$ cat src/common/negate_file_pkg.sv
// package: constants for the negate-file execution unit
package negate_file_pkg;
	// ---------------------------------------------------------------
	// instruction encoding
	// ---------------------------------------------------------------
	localparam logic [6:0]  NEG_OPCODE      = 7'h36;  // 0110_110 in bits 15:9
	localparam int          OPC_MSB         = 15;
	localparam int          OPC_LSB         = 9;
	localparam int          ASEL_BIT        = 8;
	localparam int          FADDR_MSB       = 7;
	// ---------------------------------------------------------------
	// addressing
	// ---------------------------------------------------------------
	localparam logic [7:0]  INDEXED_LIMIT   = 8'h5f;  // 95: top of indexed window
	localparam logic [7:0]  ACCESS_SPLIT    = 8'h60;  // first field of the upper access half
	localparam logic [5:0]  ACCESS_HI_BANK  = 6'h3f;  // bank holding upper access half
	localparam logic [7:0]  DATA_RESET      = 8'h00;
	localparam logic [13:0] ADDR_RESET      = 14'h0000;
	// ---------------------------------------------------------------
	// status flag positions
	// ---------------------------------------------------------------
	localparam int          FLAG_C          = 0;
	localparam int          FLAG_DC         = 1;
	localparam int          FLAG_Z          = 2;
	localparam int          FLAG_OV         = 3;
	localparam int          FLAG_N          = 4;
	localparam logic [4:0]  FLAGS_RESET     = 5'h00;
	// four-phase instruction cycle, one-hot
	typedef enum logic [3:0] {
		PH_DECODE  = 4'h1,
		PH_READ    = 4'h2,
		PH_PROCESS = 4'h4,
		PH_WRITE   = 4'h8
	} phase_t;
endpackage

$ cat src/rtl/negate_file_unit.sv
// negate-file instruction execution unit: read, negate, flag, write back
`timescale 1ns/1ps
// Function
// RULE1 - negation is invert-plus-one of the operand, and N, OV, C, DC, Z follow the result.
// RULE2 - the result goes back to the same location read, picked by the 8-bit file field.
// RULE3 - access-select 0 resolves the file field in the access bank, bank select unused.
// RULE4 - access-select 1 joins the bank select register to the field to pick the bank.
// RULE5 - extended set on, access-select 0 and field at most 95 means indexed literal offset.
// RULE6 - one word, one cycle: decode in Q1, read in Q2, compute in Q3, write in Q4.
module negate_file_unit
	import negate_file_pkg::*;
#(
	parameter int ADDR_W = 14
) (
	input  wire logic              clk_sys,
	input  wire logic              nrst,
	input  wire logic              instr_valid,
	input  wire logic [15:0]       instr_word,
	input  wire logic              ext_set_en,
	input  wire logic [5:0]        bank_select_register,
	input  wire logic [ADDR_W-1:0] index_base,
	input  wire logic [7:0]        mem_rdata,
	output logic      [ADDR_W-1:0] mem_addr,
	output logic                   mem_rd,
	output logic                   mem_wr,
	output logic      [7:0]        mem_wdata,
	output logic      [4:0]        status_flags,
	output logic                   flags_wr,
	output logic                   busy,
	output logic                   done
);
	// ---------------------------------------------------------------
	// usage notes
	// ---------------------------------------------------------------
	// between instructions the sequencer rests in decode, so the four
	// phases run only while a negate word is in flight
	// words offered while busy are not looked at; a negate word still
	// valid in the decode after the write starts the next instruction
	// bank select, index base and the extended-set enable are sampled at
	// decode only, so they may change freely while busy
	// the memory must answer within the read phase: there is no stall
	// input, trading wait-state support for a fixed four-phase cycle
	// the indexed sum wraps at the address width, as a pointer would
	// status flags hold until the next negate; flags_wr marks the load

	// ---------------------------------------------------------------
	// decode
	// ---------------------------------------------------------------
	// sequencer and datapath state
	phase_t            phase_reg, phase_next;
	logic [ADDR_W-1:0] addr_reg, addr_next;
	logic [7:0]        opnd_reg, res_reg;
	logic [4:0]        flags_reg, flags_next;
	logic              active_reg;

	// instruction fields, used only while the phase is decode
	wire logic       is_neg   = instr_valid && instr_word[OPC_MSB:OPC_LSB] == NEG_OPCODE;
	wire logic       asel     = instr_word[ASEL_BIT];
	wire logic [7:0] ffield   = instr_word[FADDR_MSB:0];
	// indexed mode only when access bank would otherwise be chosen
	wire logic       use_idx  = ext_set_en && !asel && ffield <= INDEXED_LIMIT; // RULE5
	wire logic [ADDR_W-1:0] idx_addr  = index_base + ADDR_W'(ffield);          // RULE5
	wire logic [ADDR_W-1:0] bank_addr = ADDR_W'({bank_select_register, ffield}); // RULE4
	// access bank: low part from bank 0, high part from the top bank
	wire logic [ADDR_W-1:0] acc_addr  = (ffield < ACCESS_SPLIT) ? ADDR_W'(ffield)
		: ADDR_W'({ACCESS_HI_BANK, ffield});                                    // RULE3
	assign addr_next = use_idx ? idx_addr : (asel ? bank_addr : acc_addr);     // RULE2

	// ---------------------------------------------------------------
	// arithmetic: 0 - f, same as ~f + 1
	// ---------------------------------------------------------------
	wire logic [8:0] sum    = {1'b0, ~opnd_reg} + 9'h001;                       // RULE1
	wire logic [4:0] lo_sum = {1'b0, ~opnd_reg[3:0]} + 5'h01;
	wire logic [7:0] neg    = sum[7:0];
	always_comb begin
		flags_next          = FLAGS_RESET;
		flags_next[FLAG_C]  = sum[8];                                       // RULE1
		flags_next[FLAG_DC] = lo_sum[4];                                    // RULE1
		flags_next[FLAG_Z]  = neg == 8'h00;                                 // RULE1
		flags_next[FLAG_N]  = neg[7];                                       // RULE1
		flags_next[FLAG_OV] = ~opnd_reg[7] & neg[7] ? 1'b0 : (opnd_reg == 8'h80); // RULE1
	end

	// ---------------------------------------------------------------
	// phase sequencer
	// ---------------------------------------------------------------
	// phases only advance once an instruction is in flight
	always_comb begin
		unique case (phase_reg)
			PH_DECODE:  phase_next = (is_neg || active_reg) ? PH_READ : PH_DECODE;
			PH_READ:    phase_next = PH_PROCESS;
			PH_PROCESS: phase_next = PH_WRITE;
			PH_WRITE:   phase_next = PH_DECODE;
			default:    phase_next = PH_DECODE;
		endcase
	end

	always_ff @(posedge clk_sys or negedge nrst) begin
		if (!nrst) begin
			phase_reg  <= PH_DECODE;
			active_reg <= 1'b0;
		end else begin
			phase_reg  <= phase_next;                                       // RULE6
			if (phase_reg == PH_DECODE)
				active_reg <= is_neg;
			else if (phase_reg == PH_WRITE)
				active_reg <= 1'b0;
		end
	end

	// ---------------------------------------------------------------
	// datapath registers
	// ---------------------------------------------------------------
	// address latched at decode so the write lands where the read did
	always_ff @(posedge clk_sys or negedge nrst) begin
		if (!nrst) begin
			addr_reg  <= ADDR_W'(ADDR_RESET);
			opnd_reg  <= DATA_RESET;
			res_reg   <= DATA_RESET;
			flags_reg <= FLAGS_RESET;
		end else begin
			if (phase_reg == PH_DECODE && is_neg)
				addr_reg <= addr_next;                                      // RULE2
			if (phase_reg == PH_READ && active_reg)
				opnd_reg <= mem_rdata;                                      // RULE6
			if (phase_reg == PH_PROCESS && active_reg) begin
				res_reg   <= neg;                                           // RULE1
				flags_reg <= flags_next;                                    // RULE1
			end
		end
	end

	// ---------------------------------------------------------------
	// outputs
	// ---------------------------------------------------------------
	assign mem_addr     = addr_reg;
	assign mem_wdata    = res_reg;
	assign status_flags = flags_reg;
	assign mem_rd       = active_reg && phase_reg == PH_READ;               // RULE6
	assign mem_wr       = active_reg && phase_reg == PH_WRITE;              // RULE6
	assign flags_wr     = mem_wr;
	assign done         = mem_wr;
	assign busy         = active_reg;
endmodule

$ cat config.mk
export PLATFORM = sky130hd
export DESIGN_NAME = negate_file_unit
export DESIGN_NICKNAME = d
export VERILOG_FILES = /design/src/common/negate_file_pkg.sv /design/src/rtl/negate_file_unit.sv
export SDC_FILE = /design/constraint.sdc
export NUM_CORES = 1
export LEC_CHECK = 0
export BUFFER_PORTS_ARGS = -buffer_cell sky130_fd_sc_hd__buf_2
export CORE_UTILIZATION = 46
export DETAILED_ROUTE_END_ITERATION = 12
export HOLD_SLACK_MARGIN = 0.05
export PLACE_DENSITY = 0.77
export SYNTH_ARGS = -nofsm -noshare
export SYNTH_HDL_FRONTEND = slang
export SYNTH_SLANG_ARGS = --single-unit
$ cat constraint.sdc
create_clock -name clk_sys -period 1.6 [get_ports clk_sys]
set_input_delay 0.08 -clock clk_sys [delete_from_list [all_inputs] [get_ports clk_sys]]
set_output_delay 0.08 -clock clk_sys [all_outputs]
set_load 0.02 [all_outputs]
# Word-level counts from Yosys, hierarchy flattened

Cells that the tools add are included.

Flip-flop bits (word level): 40
Bits of input ports: 48
Output and inout bits: 32

Add/subtract/negate cells: 3
Order comparisons: 2
Equality and inequality tests: 6
Muxes and demuxes: 8
Bitwise logic cells: 4
Reductions and logical operators: 11

Operators by type and width:

| cell                | number |
|---|---|
| $mux 14             | 3 |
| $add 14x8->14       | 1 |
| $pmux 4 s3          | 1 |
| $add 8x1->9 const B | 1 |
| $eq 8x8->1 const B  | 1 |
| $le 8x7->1 const B  | 1 |
| $logic_not 8->1     | 1 |
| $lt 8x7->1 const B  | 1 |
| $not 8->8           | 1 |
| $eq 7x6->1 const B  | 1 |
| $logic_and 1x1->1   | 7 |
| $add 4x1->5 const B | 1 |
| $eq 4x1->1 const B  | 1 |
| $eq 4x2->1 const B  | 1 |
| $eq 4x3->1 const B  | 1 |
| $eq 4x4->1 const B  | 1 |
| $not 4->4           | 1 |
| $mux 1              | 3 |
| $mux 2              | 1 |
| $reduce_bool 2->1   | 1 |
| $and 1x1->1         | 1 |
| $logic_not 1->1     | 1 |
| $logic_or 1x1->1    | 1 |
| $not 1->1           | 1 |

# Depth between registers and ports, before layout

Gate-level depths: netlist (run 1).

Depth in word-level cells: 5
Depth in mapped cells: 8
Gate-level depth less buffers: 7

# Least setup slack after synthesis (run 1)

OpenSTA, ideal clock, no wires.

Kind: input to register
Start point: input port instr_word[0]
End point: register addr_reg[8] (netlist: mem_addr[8])
Setup time: 0.086 ns
Arrival time: 1.682 ns
Data required time: 1.514 ns
Setup slack: -0.168 ns
Cell stages on the path: 7
Path through: ha_1 -> fa_1 -> a21o_1 -> a221oi_2 -> nor2b_1 -> mux2_2 -> nor3_1

Cells in the longest elaborated chain, start to end: 4

RTL lines:

| element              | line                    | RTL |
|---|---|---|
| start, declared      | negate_file_unit.sv:18  | `input wire logic [15:0] instr_word,` |
| $lt 8x7->1           | negate_file_unit.sv:65  | `wire logic [ADDR_W-1:0] acc_addr = (ffield < ACCESS_SPLIT) ? ADDR_W'(ffield)` |
| $mux 14              | negate_file_unit.sv:65  |  |
| $mux 14              | negate_file_unit.sv:67  | `assign addr_next = use_idx ? idx_addr : (asel ? bank_addr : acc_addr);` |
| $mux 14 (*)          | negate_file_unit.sv:67  |  |
| end signal, assigned | negate_file_unit.sv:117 | `addr_reg <= ADDR_W'(ADDR_RESET);` |
| end signal, assigned | negate_file_unit.sv:123 | `addr_reg <= addr_next;` |
| end, declared        | negate_file_unit.sv:51  | `logic [ADDR_W-1:0] addr_reg, addr_next;` |

Every way passes the cells marked *; elsewhere a longest branch is shown, timed or not.
A chain may end at the register's enable or synchronous reset.

# Final worst setup path (run 1)

Start point: register phase_reg[0]
End point: register addr_reg[8] (netlist: mem_addr[8])

Cells in the longest elaborated chain, start to end: 2

RTL lines:

| element                | line                    | RTL |
|---|---|---|
| start, declared        | negate_file_unit.sv:50  | `phase_t phase_reg, phase_next;` |
| start signal, assigned | negate_file_unit.sv:103 | `phase_reg <= phase_next;` |
| $eq 4x1->1             | negate_file_unit.sv:122 | `if (phase_reg == PH_DECODE && is_neg)` |
| $logic_and 1x1->1      | negate_file_unit.sv:122 |  |

No other way between the ends.

==> out/results.tsv, run 1 <==
metric	value	unit
largest net degree at the start of global routing	40	
reg2reg path depth	6	
GP Congestion	0.8824	
crit start category	register	
Largest register FFs	14	
Worst Max-Slew Pin Slew	0.5730	ns
vias in the first global route	2299	
register area share after synthesis	0.4124	
CTS buffer count	5	
number of synthesized flops with an enable pin	0	
worst r2r dst	mem_addr[8]	
worst hold margin	0.07418	ns
clock network latency to the later pin of the worst-skew pair	0.29	ns
main flop type after synthesis	dfrtp_1	
Max Clk Rate	590.4	MHz
final cell count without fillers	464	
clk sinks	39	
clock skew	0.007048	ns
site row count	25	
CP max stage delay	0.54	ns
Async SR Flop Fraction	1.000	
Syn Nets	314	
Pleak	1.843	nW
Ports	80	
Setup crit end kind	register	
pwr dens	705.8	nW/um2
Reg clk slew, reported paths	0.08	ns
max-slew violation count	0	
Final Cycle Share	1.059	
H-tree level count	2	
Crit path required time	1.78	ns
Synth cell types	46	
drc violations	0	
most frequent cells in the layout	77 x buf_2, 55 x buf_4, 42 x nand2_1	
Max Cap Viol	0	
Crit Path Max Fanout	13	
relative max-transition margin	0.6128	
GRT overflow	0	
DR WL/cell	14.37	um
Tmin final	1.694	ns
post-synthesis simple-gate area fraction	0.2218	
Fin. Hold Viols	0	
setup total negative slack	-0.3850	ns
first-pass GRT wire length	10280	um
CP Capture Point	mem_addr[8]	
Crit Path Class	reg2reg	
Final #Nets	455	
fill count	333	
CP arrival	1.87	ns
worst reg-to-reg setup slack	-0.09	ns
Synth Area in XOR/XNOR	0.03696	
Die W	73.78	um
critical path startpoint	phase_reg[0]	
Initial DRT Pass Iterations	4	
ANT nets after route	0	
mux share of post-synthesis cell area	0.05913	
TritonCTS clock tree	built	
VDD IR-drop max	0.4012	mV
Total Routing Usage GR	0.2507	
failing checks	negative setup slack	
Die Span Y	73.78	um
mapped cell area	2370	um2
Longest Clk Path Bufs	2	
CP max stage cell	dfstp_2	
largest family of logic cells by synthesized area	simple AND/OR/NAND/NOR gates	
core box area	4848	um2
die area	5443	um2
Starting Density	0.4888	
final setup margin	-0.09373	ns
initial antenna violation count	0	
Detailed Place HPWL	4630	um
crit-path cells	nor4b_4 -> nand3_2 -> buf_8 -> nor4_4 -> mux2_4 -> nor3_1	
Post-Syn Instances	255	
vias per cell	5.256	
Area Overhead vs Synth	54.49	%
status	finished with violations	
synthesized-area fraction occupied by adder cells	0.06125	
Buffers on Ports	79	
CTS Root Cell	clkbuf_8	
worst slack, placed	-0.2998	ns
DRT Wirelength	6667	um
r2r startpoint	phase_reg[0]	
HP Class	in2reg	
number of synthesized register bits	39	
placed insts	434	
Total Power	0.002584	W
ANT cells	0	
Mean Syn Cell Area	9.293	um2
commonest non-fill, non-tap cell in the layout	buf_2	
share of cells above drive strength 1	0.4610	
Synth Area in Compound Gates	0.1711	
initial DRC count	105	
detailed-route via count	2439	
final setup vio count	12	
Yosys warning total	0	
RSZ-0062 raised after global routing	true	
## worst min-delay path by stage
stage	slack [ns]	cells after the start	to	startpoint
3_5_place_dp	0.16	2	status_flags[2]	nrst
3_3_place_gp	0.16	2	mem_wdata[7]	nrst
4_1_cts	0.07	3	mem_addr[0]	instr_word[0]
6_report	0.07	3	mem_addr[0]	instr_word[0]
5_1_grt	0.10	3	mem_addr[1]	instr_word[1]
2_1_floorplan	-0.22	0	busy	nrst
## per-layer routing
metal	wire [um]	GRT usage
met1	2766	0.3076
met5	0	0
met2	3516	0.4424
met3	245	0.04527
met4	138	0.08120
## cell type report
cell class	instances	area, um2	share of cell area
Multi-Input combinational cell	196	1473	0.4023
Clock buffer	6	82.58	0.02256
Tap cell	67	83.83	0.02290
Sequential cell	39	977.2	0.2669
Clock inverter	2	35.03	0.009569
Timing Repair Buffer	149	985.9	0.2693
Inverter	5	23.77	0.006494
## logic make-up (layout without fill, tap and decap cells)
logic type,Yosys count,in the layout
buffers and inverters,20,162
adder cells (fa/ha/maj),11,11
multiplexers,13,13
AND/OR/NAND/NOR,100,100
AO/OA/AOI/OAI,62,62
XOR/XNOR,10,10
flip-flops,39,39
## cells in the mapped netlist, types with 3 or more instances
cell,n,share of area
a21o_1,5,0.016
a31oi_1,5,0.013
xor2_1,3,0.011
nand3_1,5,0.011
clkbuf_1,10,0.016
ha_1,10,0.053
xnor2_1,7,0.026
nand4_1,3,0.0079
a21oi_1,7,0.015
o31ai_1,5,0.016
mux2_2,8,0.038
nor3_1,9,0.019
nand2_1,44,0.070
o211ai_1,7,0.022
dfrtp_1,38,0.40
nor2_1,9,0.014
buf_4,3,0.0095
nor4_1,3,0.0079
inv_1,5,0.0079
mux2i_1,5,0.021
and3_1,10,0.026
o21ai_0,20,0.042
## stage by stage
| stage | area, um2 | util |
|---|---|---|
| CTS | 3493 | 0.7205 |
| detailed placement | 3161 | 0.6519 |
| global route | 3661 | 0.7551 |
| finish | 3661 | 0.7551 |
| floorplan | 2395 | - |
| global placement | 3161 | 0.6519 |
## critical path: cells and delay by family (launching register included)
family,cells,cell delay [ns]
buffers and inverters,1,0.17
flip-flops,1,0.54
multiplexers,1,0.19
AND/OR/NAND/NOR,4,0.68
## where the power goes
| group | switching, W | internal [W] | total [W] | leakage [nW] |
|---|---|---|---|---|
| sequential | 0.0000404 | 0.00105 | 0.00109 | 0.497 |
| clock | 0.000351 | 0.000505 | 0.000856 | 0.0612 |
| combinational | 0.000338 | 0.000298 | 0.000636 | 1.29 |
| total | 0.000730 | 0.00185 | 0.00258 | 1.84 |
## timing repair
action                                  4_1_cts  5_1_grt
setup buffers                                 6        7
endpoints found under the setup margin       21       27
resized for setup                            20       25
hold buffers                                  9        0
endpoints found under the hold margin        46        0
pin swaps                                     5        8
Note: power is estimated with default switching activity, not from simulation.
==> run 2: changes to the inputs <==
--- a/config.mk
+++ b/config.mk
@@ -5,11 +5,12 @@
 export SDC_FILE = /design/constraint.sdc
 export NUM_CORES = 1
 export LEC_CHECK = 0
+export ABC_AREA = 1
 export BUFFER_PORTS_ARGS = -buffer_cell sky130_fd_sc_hd__buf_2
 export CORE_UTILIZATION = 46
 export DETAILED_ROUTE_END_ITERATION = 12
 export HOLD_SLACK_MARGIN = 0.05
-export PLACE_DENSITY = 0.77
+export PLACE_DENSITY = 0.76
 export SYNTH_ARGS = -nofsm -noshare
 export SYNTH_HDL_FRONTEND = slang
 export SYNTH_SLANG_ARGS = --single-unit
==> run 2 against run 1 <==
Net effect: the flow now finishes without violations; critical path depth down 1; combinational power down 16%; sequential power about the same; wire length down 5.9%; non-clock buffer count down 48.
==> out/results.tsv, run 2 <==
metric	value	unit
status	finished clean	
most frequent cells in the layout	119 x nand2_1, 78 x buf_2, 49 x inv_1	
H-tree level count	2	
synthesized-area fraction occupied by adder cells	0.05771	
DRT Wirelength	6271	um
Pleak	1.885	nW
Largest register FFs	14	
Syn Nets	409	
count leader, synth	nand2_1	
CTS Root Cell	clkbuf_8	
Area Overhead vs Synth	33.08	%
initial antenna violation count	0	
Setup crit end kind	output port	
main flop type after synthesis	dfrtp_1	
crit start category	register	
core box area	5172	um2
Buffers on Ports	79	
commonest non-fill, non-tap cell in the layout	nand2_1	
Final #Nets	507	
relative max-transition margin	0.6663	
Crit Path Class	reg2out	
Fin. Hold Viols	0	
first-pass GRT wire length	10400	um
CP max stage cell	dfrtp_1	
synth cell count leaders	119 x nand2_1, 51 x inv_1, 38 x dfrtp_1	
final cell count without fillers	519	
Initial DRT Pass Iterations	4	
ANT cells	0	
mux share of post-synthesis cell area	0	
clk sinks	39	
drc violations	0	
Ports	80	
largest family of logic cells by synthesized area	simple AND/OR/NAND/NOR gates	
number of synthesized register bits	39	
Max Clk Rate	658.2	MHz
crit-path cells	or2_4 -> inv_1 -> nand2_1 -> nor2_4 -> buf_6	
Longest Clk Path Bufs	2	
share of cells above drive strength 1	0.2739	
Crit path required time	1.52	ns
die area	5767	um2
number of synthesized flops with an enable pin	0	
ANT nets after route	0	
Async SR Flop Fraction	1.000	
Tmin final	1.519	ns
CP max stage delay	0.41	ns
vias in the first global route	2397	
detailed-route via count	2508	
pwr dens	726.0	nW/um2
Total Power	0.002430	W
Yosys warning total	0	
Worst Max-Slew Pin Slew	0.5005	ns
Crit Path Max Fanout	5	
Starting Density	0.4862	
clock skew	0.01168	ns
Final Cycle Share	0.9495	
largest cells by area after synthesis	dfrtp_1 38%, nand2_1 18%, inv_1 7.6%, ha_1 5.0%, nand3_1 4.6%	
fill count	452	
initial DRC count	77	
worst hold margin	0.08760	ns
share of the synthesized area in the top cell type	0.3781	
Max Cap Viol	0	
Synth area leader	dfrtp_1	
site row count	26	
Die Span Y	75.94	um
worst slack, placed	-0.07081	ns
max-slew violation count	0	
Synth cell types	36	
final setup margin	0.08079	ns
Synth Area in XOR/XNOR	0.03134	
DR WL/cell	12.08	um
Die W	75.94	um
RSZ-0062 raised after global routing	true	
CTS buffer count	5	
TritonCTS clock tree	built	
mapped cell area	2515	um2
Total Routing Usage GR	0.2231	
Detailed Place HPWL	4531	um
CP arrival	1.44	ns
GP Congestion	0.9221	
clock network latency to the later pin of the worst-skew pair	0.29	ns
post-synthesis simple-gate area fraction	0.3289	
Reg clk slew, reported paths	0.09	ns
Post-Syn Instances	350	
HP Class	in2reg	
placed insts	497	
vias per cell	4.832	
Mean Syn Cell Area	7.185	um2
final setup vio count	0	
Synth Area in Compound Gates	0.08756	
register area share after synthesis	0.3886	
VDD IR-drop max	0.3314	mV
largest net degree at the start of global routing	40	
GRT overflow	0	
[run 2: final cells by class]
class / count / area (um2) / area share
multi-input combinational: 248 / 1334 / 0.3985
sequential: 39 / 977.2 / 0.2920
timing repair buffer: 101 / 636.9 / 0.1903
inverter: 53 / 198.9 / 0.05944
tap: 70 / 87.58 / 0.02617
clock buffer: 5 / 68.82 / 0.02056
clock inverter: 3 / 43.79 / 0.01308
[run 2: cells by family after synthesis]
kind of cell | Yosys count
compound gates | 37
flops | 39
fa+ha+maj | 11
simple gates | 191
buf+inv | 63
xor+xnor | 9
[run 2: stage by stage]
| stage | cell area, um2 | TNS [ns] | utilization |
|---|---|---|---|
| 2_1_floorplan | 2515 | 0 | - |
| 3_3_place_gp | 3003 | -0.004496 | 0.5806 |
| 3_5_place_dp | 3003 | -0.1613 | 0.5806 |
| 4_1_cts | 3226 | 0 | 0.6236 |
| 5_1_grt | 3347 | -0.1262 | 0.6471 |
| 6_report | 3347 | 0 | 0.6471 |
[run 2: path summary, 6_finish.rpt]
check | slack [ns] | to | depth (start not counted) | start
max in group asynchronous | 0.86 | phase_reg[0] | 3 | nrst
worst max register to register | 0.08 | mem_addr[5] | 6 | phase_reg[3]
worst min-delay path | 0.09 | mem_addr[7] | 3 | instr_word[7]
worst min register to register | 0.48 | mem_wdata[3] | 2 | mem_wdata[3]
worst max-delay path | 0.08 | mem_rd | 5 | phase_reg[3]
min in group asynchronous | 0.37 | status_flags[1] | 3 | nrst
[run 2: power by group]
group	total [W]	internal (W)	switching (W)
Combinational	0.000532	0.000216	0.000316
Clock	0.000827	0.000465	0.000362
Sequential	0.00107	0.00104	0.0000310
[run 2: critical path: cells and delay by family (launching register included)]
| family | cells | cell delay (ns) |
|---|---|---|
| DFF | 1 | 0.41 |
| buffers and inverters | 2 | 0.20 |
| and+or+nand+nor | 3 | 0.54 |
[run 2: routing by layer]
layer | global-route usage | up-vias | wire, um
li1 | - | 1296 | -
met3 | 0.04578 | 4 | 270
met5 | 0 | - | 0
met2 | 0.4009 | 64 | 3227
met1 | 0.2727 | 1144 | 2721
met4 | 0.05385 | 0 | 51
[run 2: repair_timing]
action                                  4_1_cts  5_1_grt
hold endpoints to repair                     46        0
endpoints found under the setup margin        3        7
pin swaps                                     1        1
gates cloned                                  0        2
hold buffers                                  9        0
gates resized for setup                       1       15
setup buffers                                 2        1
